**src/include/tcr_pkg.sv**
```systemverilog
// Purpose: constants for the transmit control and hardware setup registers
// Assumes: byte offsets on an 8-bit host address, 32-bit data words
// Notes: sizes are in bytes, allocation field in 1KB units
// What this block does
// - writing one to bit 15 clears transmit status fifo pointers, self-clearing
// - writing one to bit 14 clears transmit data fifo pointers, self-clearing
// - with overrun-allow clear, a full status fifo suspends transmission
// - with overrun-allow set, transmission continues on a full status fifo
// - status full event is raised regardless of overrun-allow
// - transmit enable set makes the transmitter run and send data
// - transmit enable clears itself after a requested stop has completed
// - stop request lets the current frame finish, then clears itself
// - host writes to the stop bit are ignored while it reads high
// - allocation field bits 19:16 gives transmit space in KB, reset five
// - status fifo takes 512 bytes, data fifo takes the rest
// - transmit data fifo holds both commands and packet data
// - receive fifos take 16KB minus the transmit allocation
// - clock select bits 6:5, reset 00, choose the mii clock source
// - 00 and 11 internal, 01 external port, 10 clocks disabled
// - clock select steers only the mii clocks, nothing else
`default_nettype none
package tcr_pkg;
  localparam logic [7:0] TCR_OFS_TX_CTL = 8'h70;
  localparam logic [7:0] TCR_OFS_HW_SETUP = 8'h74;
  localparam int TCR_BIT_STS_FLUSH = 15;
  localparam int TCR_BIT_DATA_FLUSH = 14;
  localparam int TCR_BIT_SAO = 2;
  localparam int TCR_BIT_TX_ON = 1;
  localparam int TCR_BIT_STOP = 0;
  localparam int TCR_BIT_MUST_SET = 20;
  localparam int TCR_ALLOC_LSB = 16;
  localparam int TCR_CLKSEL_LSB = 5;
  localparam logic [3:0] TCR_ALLOC_RST = 4'h5;
  localparam logic [1:0] TCR_CLKSEL_RST = 2'h0;
  localparam logic [14:0] TCR_STATUS_BYTES = 15'h0200;
  localparam logic [14:0] TCR_TOTAL_BYTES = 15'h4000;
  // sizes that the reset allocation of five gives
  localparam logic [14:0] TCR_TX_DATA_RST = 15'h1200;
  localparam logic [14:0] TCR_RX_BYTES_RST = 15'h2c00;
  // one-hot clock source: bit0 internal, bit1 external, bit2 disabled
  localparam logic [2:0] TCR_CLK_INTERNAL = 3'h1;
  localparam logic [2:0] TCR_CLK_EXTERNAL = 3'h2;
  localparam logic [2:0] TCR_CLK_OFF = 3'h4;
endpackage
`default_nettype wire

```
**src/include/tcr_ctl_if.sv**
```systemverilog
// Purpose: control signals between register bank and transmit gate
// Assumes: all on sys_clk
// Notes: stop_done is combinational from the gate
`timescale 1ns/10ps
`default_nettype none
interface tcr_ctl_if;
  logic tx_on;
  logic sao;
  logic stop;
  logic status_full;
  logic halted;
  logic run;
  logic stop_done;
  modport regs (output tx_on, output sao, output stop, output status_full, output halted,
                input run, input stop_done);
  modport gate (input tx_on, input sao, input stop, input status_full, input halted,
                output run, output stop_done);
endinterface
`default_nettype wire

```
**src/hdl/tcr_tx_gate.sv**
```systemverilog
// Purpose: transmitter run gating and stop completion
// Assumes: halted and status_full come from sys_clk logic
// Notes: run is registered, one cycle behind its causes
`timescale 1ns/10ps
`default_nettype none
module tcr_tx_gate (
  // clock and reset
  input wire logic sys_clk,
  input wire logic reset,
  // control
  tcr_ctl_if.gate ctl
);
  logic run_r;
  logic run_nxt;

  assign ctl.stop_done = ctl.stop && ctl.halted;
  assign ctl.run = run_r;

  always_comb
  begin
    run_nxt = ctl.tx_on && !ctl.stop_done && !(ctl.status_full && !ctl.sao);
  end

  always_ff @(posedge sys_clk or posedge reset)
  begin
    if (reset)
      run_r <= 1'b0;
    else
      run_r <= run_nxt;
  end
endmodule
`default_nettype wire

```
**src/hdl/tcr_regs.sv**
```systemverilog
// Purpose: transmit control and hardware setup register bank
// Assumes: host strobes are synchronous to sys_clk, one cycle each
// Notes: read data valid one edge after rd_en
`timescale 1ns/10ps
`default_nettype none
module tcr_regs (
  // clock and reset
  input wire logic sys_clk,
  input wire logic reset,
  // host register port
  input wire logic [7:0] host_addr,
  input wire logic host_wr_en,
  input wire logic host_rd_en,
  input wire logic [31:0] host_wr_data,
  output logic [31:0] host_rd_data,
  // transmitter side
  input wire logic tx_status_fifo_full,
  input wire logic tx_halted,
  output logic tx_run,
  output logic tx_stop_req,
  output logic tx_status_flush,
  output logic tx_data_flush,
  output logic status_full_event,
  // fifo memory split
  output logic [14:0] tx_data_bytes,
  output logic [14:0] rx_bytes,
  // configuration
  output logic must_set_bit,
  output logic [2:0] mii_clock_source
);
  logic sts_flush_r, sts_flush_nxt;
  logic data_flush_r, data_flush_nxt;
  logic sao_r, sao_nxt;
  logic tx_on_r, tx_on_nxt;
  logic stop_r, stop_nxt;
  logic must_set_r, must_set_nxt;
  logic [3:0] alloc_r, alloc_nxt;
  logic [1:0] clksel_r, clksel_nxt;
  logic [2:0] clk_src_r, clk_src_nxt;
  logic [14:0] tx_data_bytes_r, tx_data_bytes_nxt;
  logic [14:0] rx_bytes_r, rx_bytes_nxt;
  logic full_evt_r, full_evt_nxt;
  logic [31:0] rd_data_r, rd_data_nxt;
  logic ctl_wr;
  logic hw_wr;

  tcr_ctl_if ctl ();

  function automatic logic [14:0] kb_bytes(input logic [3:0] kb);
    return {1'b0, kb, 10'h000};
  endfunction

  function automatic logic [2:0] clk_decode(input logic [1:0] sel);
    logic [2:0] src;
    src = tcr_pkg::TCR_CLK_INTERNAL;
    unique case (sel)
      2'h1: src = tcr_pkg::TCR_CLK_EXTERNAL;
      2'h2: src = tcr_pkg::TCR_CLK_OFF;
      2'h0, 2'h3: src = tcr_pkg::TCR_CLK_INTERNAL;
    endcase
    return src;
  endfunction

  assign ctl_wr = host_wr_en && (host_addr == tcr_pkg::TCR_OFS_TX_CTL);
  assign hw_wr = host_wr_en && (host_addr == tcr_pkg::TCR_OFS_HW_SETUP);

  assign ctl.tx_on = tx_on_r;
  assign ctl.sao = sao_r;
  assign ctl.stop = stop_r;
  assign ctl.status_full = tx_status_fifo_full;
  assign ctl.halted = tx_halted;

  tcr_tx_gate u_gate (
    .sys_clk (sys_clk),
    .reset (reset),
    .ctl (ctl.gate)
  );

  always_comb
  begin
    sts_flush_nxt = ctl_wr && host_wr_data[tcr_pkg::TCR_BIT_STS_FLUSH];
    data_flush_nxt = ctl_wr && host_wr_data[tcr_pkg::TCR_BIT_DATA_FLUSH];
    sao_nxt = ctl_wr ? host_wr_data[tcr_pkg::TCR_BIT_SAO] : sao_r;
    tx_on_nxt = tx_on_r;
    stop_nxt = stop_r;
    if (ctl.stop_done)
    begin
      tx_on_nxt = 1'b0;
      stop_nxt = 1'b0;
    end
    if (ctl_wr)
    begin
      tx_on_nxt = host_wr_data[tcr_pkg::TCR_BIT_TX_ON];
      if (!stop_r && host_wr_data[tcr_pkg::TCR_BIT_STOP])
        stop_nxt = 1'b1;
    end
    full_evt_nxt = tx_status_fifo_full;
  end

  always_comb
  begin
    // no interlock here; the host keeps tx and rx halted around these writes
    must_set_nxt = must_set_r;
    alloc_nxt = alloc_r;
    clksel_nxt = clksel_r;
    if (hw_wr)
    begin
      must_set_nxt = host_wr_data[tcr_pkg::TCR_BIT_MUST_SET];
      alloc_nxt = host_wr_data[tcr_pkg::TCR_ALLOC_LSB +: 4];
      clksel_nxt = host_wr_data[tcr_pkg::TCR_CLKSEL_LSB +: 2];
    end
    // data fifo gets remainder, commands share it
    tx_data_bytes_nxt = kb_bytes(alloc_r) - tcr_pkg::TCR_STATUS_BYTES;
    rx_bytes_nxt = tcr_pkg::TCR_TOTAL_BYTES - kb_bytes(alloc_r);
    clk_src_nxt = clk_decode(clksel_r);
  end

  always_comb
  begin
    rd_data_nxt = rd_data_r;
    if (host_rd_en)
    begin
      rd_data_nxt = 32'h0000_0000;
      if (host_addr == tcr_pkg::TCR_OFS_TX_CTL)
      begin
        rd_data_nxt[tcr_pkg::TCR_BIT_STS_FLUSH] = sts_flush_r;
        rd_data_nxt[tcr_pkg::TCR_BIT_DATA_FLUSH] = data_flush_r;
        rd_data_nxt[tcr_pkg::TCR_BIT_SAO] = sao_r;
        rd_data_nxt[tcr_pkg::TCR_BIT_TX_ON] = tx_on_r;
        rd_data_nxt[tcr_pkg::TCR_BIT_STOP] = stop_r;
      end
      else if (host_addr == tcr_pkg::TCR_OFS_HW_SETUP)
      begin
        rd_data_nxt[tcr_pkg::TCR_BIT_MUST_SET] = must_set_r;
        rd_data_nxt[tcr_pkg::TCR_ALLOC_LSB +: 4] = alloc_r;
        rd_data_nxt[tcr_pkg::TCR_CLKSEL_LSB +: 2] = clksel_r;
      end
    end
  end

  always_ff @(posedge sys_clk or posedge reset)
  begin
    if (reset)
    begin
      sts_flush_r <= 1'b0;
      data_flush_r <= 1'b0;
      sao_r <= 1'b0;
      tx_on_r <= 1'b0;
      stop_r <= 1'b0;
      full_evt_r <= 1'b0;
      must_set_r <= 1'b0;
      alloc_r <= tcr_pkg::TCR_ALLOC_RST;
      clksel_r <= tcr_pkg::TCR_CLKSEL_RST;
      clk_src_r <= tcr_pkg::TCR_CLK_INTERNAL;
      tx_data_bytes_r <= tcr_pkg::TCR_TX_DATA_RST;
      rx_bytes_r <= tcr_pkg::TCR_RX_BYTES_RST;
      rd_data_r <= 32'h0000_0000;
    end
    else
    begin
      sts_flush_r <= sts_flush_nxt;
      data_flush_r <= data_flush_nxt;
      sao_r <= sao_nxt;
      tx_on_r <= tx_on_nxt;
      stop_r <= stop_nxt;
      full_evt_r <= full_evt_nxt;
      must_set_r <= must_set_nxt;
      alloc_r <= alloc_nxt;
      clksel_r <= clksel_nxt;
      clk_src_r <= clk_src_nxt;
      tx_data_bytes_r <= tx_data_bytes_nxt;
      rx_bytes_r <= rx_bytes_nxt;
      rd_data_r <= rd_data_nxt;
    end
  end

  assign host_rd_data = rd_data_r;
  assign tx_run = ctl.run;
  assign tx_stop_req = stop_r;
  assign tx_status_flush = sts_flush_r;
  assign tx_data_flush = data_flush_r;
  assign status_full_event = full_evt_r;
  assign tx_data_bytes = tx_data_bytes_r;
  assign rx_bytes = rx_bytes_r;
  assign must_set_bit = must_set_r;
  assign mii_clock_source = clk_src_r;
endmodule
`default_nettype wire

```
**config.mk**
```make
export PLATFORM = sky130hd
export DESIGN_NAME = tcr_regs
export DESIGN_NICKNAME = d
export VERILOG_FILES = /design/src/include/tcr_pkg.sv /design/src/include/tcr_ctl_if.sv /design/src/hdl/tcr_tx_gate.sv /design/src/hdl/tcr_regs.sv
export SDC_FILE = /design/constraint.sdc
export NUM_CORES = 1
export LEC_CHECK = 0
export ABC_CLOCK_PERIOD_IN_PS = 1300
export BUFFER_PORTS_ARGS = -buffer_cell sky130_fd_sc_hd__buf_2
export CORE_MARGIN = 2
export CORE_UTILIZATION = 35
export DETAILED_ROUTE_END_ITERATION = 6
export MAX_ROUTING_LAYER = met4
export PLACE_DENSITY_LB_ADDON = 0.25
export REMOVE_ABC_BUFFERS = 1
export SKIP_CTS_REPAIR_TIMING = 1
export SLEW_MARGIN = 0
export SYNTH_ARGS = -nofsm -noshare
export SYNTH_HDL_FRONTEND = slang
export SYNTH_SLANG_ARGS = --single-unit
```
**constraint.sdc**
```tcl
create_clock -name sys_clk -period 1.3 [get_ports sys_clk]
set_input_delay 0 -clock sys_clk [delete_from_list [all_inputs] [get_ports sys_clk]]
set_output_delay 0 -clock sys_clk [all_outputs]
set_load 0.005 [all_outputs]
```
---- Word level (Yosys, flattened, before mapping) ----
Index checks and enable logic that the tools add are counted.
storage, ports and cells
  input port bits ......................... 46
  output and inout port bits .............. 71
  register bits ........................... 59
operators by class
  add/sub/neg operators ................... 2
  mux-type cells .......................... 12
  equality and inequality tests ........... 5
  reductions and logical operators ........ 16
operators with widths
  cell                                                                   number
  8-bit by 7-bit == test with 1-bit output, second input constant        2
  14-bit by 10-bit subtractor with 15-bit output, second input constant  1
  15-bit by 14-bit subtractor with 15-bit output, first input constant   1
  5-bit two-way mux                                                      2
  1-bit logical AND                                                      9
  3-bit one-hot mux with 3 select lines                                  1
  2-bit two-way mux                                                      3
  1-bit two-way mux                                                      5
  2-bit == test, second input constant                                   2
  1-bit logical NOT                                                      4
  3-bit two-way mux                                                      1
  2-bit by 1-bit == test with 1-bit output, second input constant        1
  2-bit logical NOT                                                      1
  2-bit nonzero test                                                     1
  2-bit OR reduction                                                     1

---- Depth between registers and ports, before layout ----
  word-level depth ........................ 4
  depth in mapped cells ................... 4
  gate-level depth less buffers ........... 4

---- By module ----
Synthesis repeated with hierarchy kept, for this count alone.
unflattened totals
  cell total of the unflattened synthesis .. 163
  area total of the unflattened synthesis .. 1,804.2 µm²
modules (own cells, without submodules)
  module       times used  area an instance (µm²)  cells each
  tcr_regs     1           1,750.4                 158
  tcr_tx_gate  1           53.8                    5

---- Worst setup path before layout ----
OpenSTA, ideal clock, no wires.
  path type ............................... input to register
  start ................................... input port host_addr[3]
  end ..................................... register sao_r, in the netlist ctl.sao
  path buffers ............................ 1
  arrival ................................. 1.192 ns
  stages .................................. 4
  library setup time ...................... 0.125 ns
  slack ................................... -0.017 ns
  cells stage by stage .................... or3_1 or4_1 buf_2 mux2_4
between the ends
  longest elaborated chain between the ends .. 2
RTL lines
  element                                   line             RTL
  start: declaration                        tcr_regs.sv:11   input wire logic [7:0] host_addr,
  8-bit by 7-bit == test with 1-bit output  tcr_regs.sv:64   assign ctl_wr = host_wr_en && (host_addr == tcr_pkg::TCR_OFS_TX_CTL);
  1-bit logical AND                         tcr_regs.sv:64
  end signal: assignment                    tcr_regs.sv:163  sao_r <= sao_nxt;
  end: declaration                          tcr_regs.sv:33   logic sao_r, sao_nxt;
No other way between the ends.
A chain may end at the register's enable or synchronous reset.

---- Worst setup path in the final report ----
Ends and elaborated chain as after synthesis.

==> impl_metrics.csv <==
group,metric,value,unit
placed_design,dp.cells,288,
clocking,clk_latency,0.28,ns
flow_run,max_cap_violations,0,
clocking,cts_tree,"yes",
timing,fin_crit_sh,88.85,%
pwr,ir_drop,0.4558,mV
pwr,power,0.002440,W
setup_path,setup.worst_path.class,"in -> reg",
floorplan,die_area,0.005723,sq mm
clocking,clockBufferDepth,2,
setup_path,cp_slowest_stage_delay,0.52,ns
yosys,synth_compound_area_share,6.058,%
route,drtPass1Iterations,4,
clocking,clk_pin_slew,0.07,ns
global_routing,antenna_found_initial,0,
yosys,synthAdderAreaFrac,2.089,%
final_layout,final_cell_mix,"56 x buf_2, 40 x conb_1, 32 x dfrtp_1",
yosys,synth_simple_gate_area_share,8.008,%
setup_path,worstPathCellList,"buf_2, or3_1, or4_1, mux2_4",
floorplan,die_h,75.65,microns
final_layout,area_growth,28.97,%
route,vias,1204,
placed_design,place_hpwl,2357,microns
final_layout,multiInputGateArea,566.8,sq um
timing,finalSetupViolCount,0,
route,drt-vias-per-instance,3.871,
global_routing,grt_pass1_vias,1016,
yosys,synth_cell_type_count,27,
setup_path,reg2reg_depth,4,
final_layout,diodes,0,
timing,rsz0062_at_grt,"no",
timing,post-route-min-period,1.155,ns
setup_path,crit_start,"host_addr[3]",
floorplan,core,0.005042,sq mm
placed_design,routabilityCongestion,0.7238,
floorplan,die_w,75.65,microns
setup_path,cp-endpoint,"ctl.sao",
global_routing,grt_pass1_wl,4692,microns
final_layout,fin_cells,311,
yosys,yosys.area_share.xor_xnor,0.9749,%
placed_design,dpl-instance-area,0.002067,sq mm
global_routing,track_usage,11.44,%
yosys,synth_top_area_share,44.57,%
worst_hold_path,hp-start,"host_rd_en",
placed_design,dp_worst_setup_slack,-0.1467,ns
setup_path,worstSetupEndpointType,"register",
clocking,cts.sinks,39,
timing,finalClockSkew,0.005517,ns
final_layout,final_common_cell,"buf_2",
yosys,ys_top_cells_by_area,"dfrtp_1 45%, buf_4 17%, dfstp_2 10%",
final_layout,num-fill-cells,491,
timing,hold_violations,0,
worst_hold_path,hp-class,"in -> reg",
yosys,synth_top_family_by_area,"buffers and inverters",
placed_design,port_buffers,56,
final_layout,design_area,0.002317,sq mm
setup_path,regToRegStartpoint,"alloc_r[0]",
clocking,root_buffer,"clkbuf_8",
clocking,cts_buffers,5,
setup_path,r2r_end,"rx_bytes[12]",
setup_path,worst-path-stages,4,
yosys,yosys_warnings,0,
setup_path,cp.required,1.46,ns
route,routed_wl,3200,microns
yosys,syn_area,0.001797,sq mm
setup_path,reg2reg_slack,0.14,ns
floorplan,io_pins,117,
timing,fmax,0.8657,GHz
pwr,power_leakage,1.220,nW
route,post-route-drc-count,0,
yosys,synth_seq_area_share,54.81,%
yosys,synth.area.mux_share,6.058,%
setup_path,crit_arrival,1.32,ns
setup_path,worstPathBufferInverterCount,1,
setup_path,worst_setup_path_start_kind,"primary input",
yosys,synth_area_leader_cell,"dfrtp_1",
floorplan,start_util,35.63,%
route,drt_iter0_markers,18,
timing,final_max_slew_viol_count,0,
route,wl_per_cell,10.29,microns
final_layout,drive_gt1_share,38.17,%
route,drtAntennaViolNets,0,
setup_path,cp_top_family,"simple AND/OR/NAND/NOR gates",
global_routing,overflow,0,
setup_path,crit_slowest_cell,"or4_1",
yosys,synthCells,159,
floorplan,rows,26,
pwr,p_per_area,1053,mW/mm^2
yosys,syn_area_per_cell,11.30,sq um
setup_path,critPathMaxFanout,4,
clocking,htree_levels,2,
final_layout,seqCellArea,984.7,sq um
status,outcome,"finished clean",
timing,fin_ws,0.1449,ns
timing,hold_ws,0.1669,ns
yosys,ys_ff_latch,39,
global_routing,grt_max_degree,40,
final_layout,final_nets,289,
-- layout make-up --
class,instances,area share (%)
flip-flops and latches,39,42.49
multi-input cells,95,24.46
repair buffers,79,21.71
clock buffers,8,4.320
well taps,70,3.780
inverters,20,3.240
-- flip-flops by register name, indices dropped and copies added (netlist names) --
register	cells
u_gate.ctl.run	1
rx_bytes	5
ctl.tx_on	1
tx_stop_req	1
clksel_r	2
must_set_bit	1
tx_status_flush	1
tx_data_flush	1
ctl.sao	1
tx_data_bytes	5
status_full_event	1
alloc_r	4
mii_clock_source	3
host_rd_data	12
-- layer usage --
metal,routed length (microns),vias up,GRT usage [%]
met1,1398,555,14.17
met3,221,3,4.233
met4,14,0,2.924
met2,1565,53,17.78
li1,-,593,-
met5,0,-,-
-- worst register-to-register path, delay by kind of cell, from the launching register on --
family                   cells  cell delay, ns
flip-flops                   1            0.53
XOR/XNOR                     1            0.19
adder cells (fa/ha/maj)      1            0.23
buffers and inverters        2            0.11
-- cell usage after synthesis, drive strengths merged --
cell,count
or4,1
nor3,2
ha,3
xor2,1
nor2,2
buf,42
nor3b,2
dfstp,7
a31o,5
nand3,1
dfrtp,32
a21boi,2
nand2,9
and4b,1
nor4b,1
nand4b,1
inv,20
nor2b,5
mux2,9
or3,1
xnor2,1
clkbuf,1
o22ai,8
conb,2
-- through the flow --
stage / setup TNS [ns] / utilization (%)
6_report: 0 / 45.96
5_1_grt: 0 / 45.96
4_1_cts: 0 / 42.98
3_5_place_dp: -0.3964 / 40.99
3_3_place_gp: -0.4099 / 40.99
2_1_floorplan: -0.03740 / -
-- worst min-delay path by stage --
stage                         to  depth (start not counted)
2_1_floorplan  status_full_event                          0
3_3_place_gp         clksel_r[1]                          3
3_5_place_dp         clksel_r[1]                          3
4_1_cts          host_rd_data[2]                          3
5_1_grt         host_rd_data[19]                          3
6_report         host_rd_data[5]                          3
-- report_power, final --
part,internal (W),leakage (nW),switching [W]
Combinational,0.000133,0.675,0.000134
Sequential,0.00129,0.493,0.0000224
Clock,0.000484,0.0515,0.000380
-- kinds of logic (layout without fill, tap and decap cells) --
family | count (synthesis) | in the layout
compound gates | 15 | 15
xor+xnor | 2 | 2
fa+ha+maj | 3 | 3
buf+inv | 63 | 107
flops | 39 | 39
mux | 9 | 9
other cells | 2 | 40
simple gates | 26 | 26
Note: power is estimated with default switching activity, not from simulation.
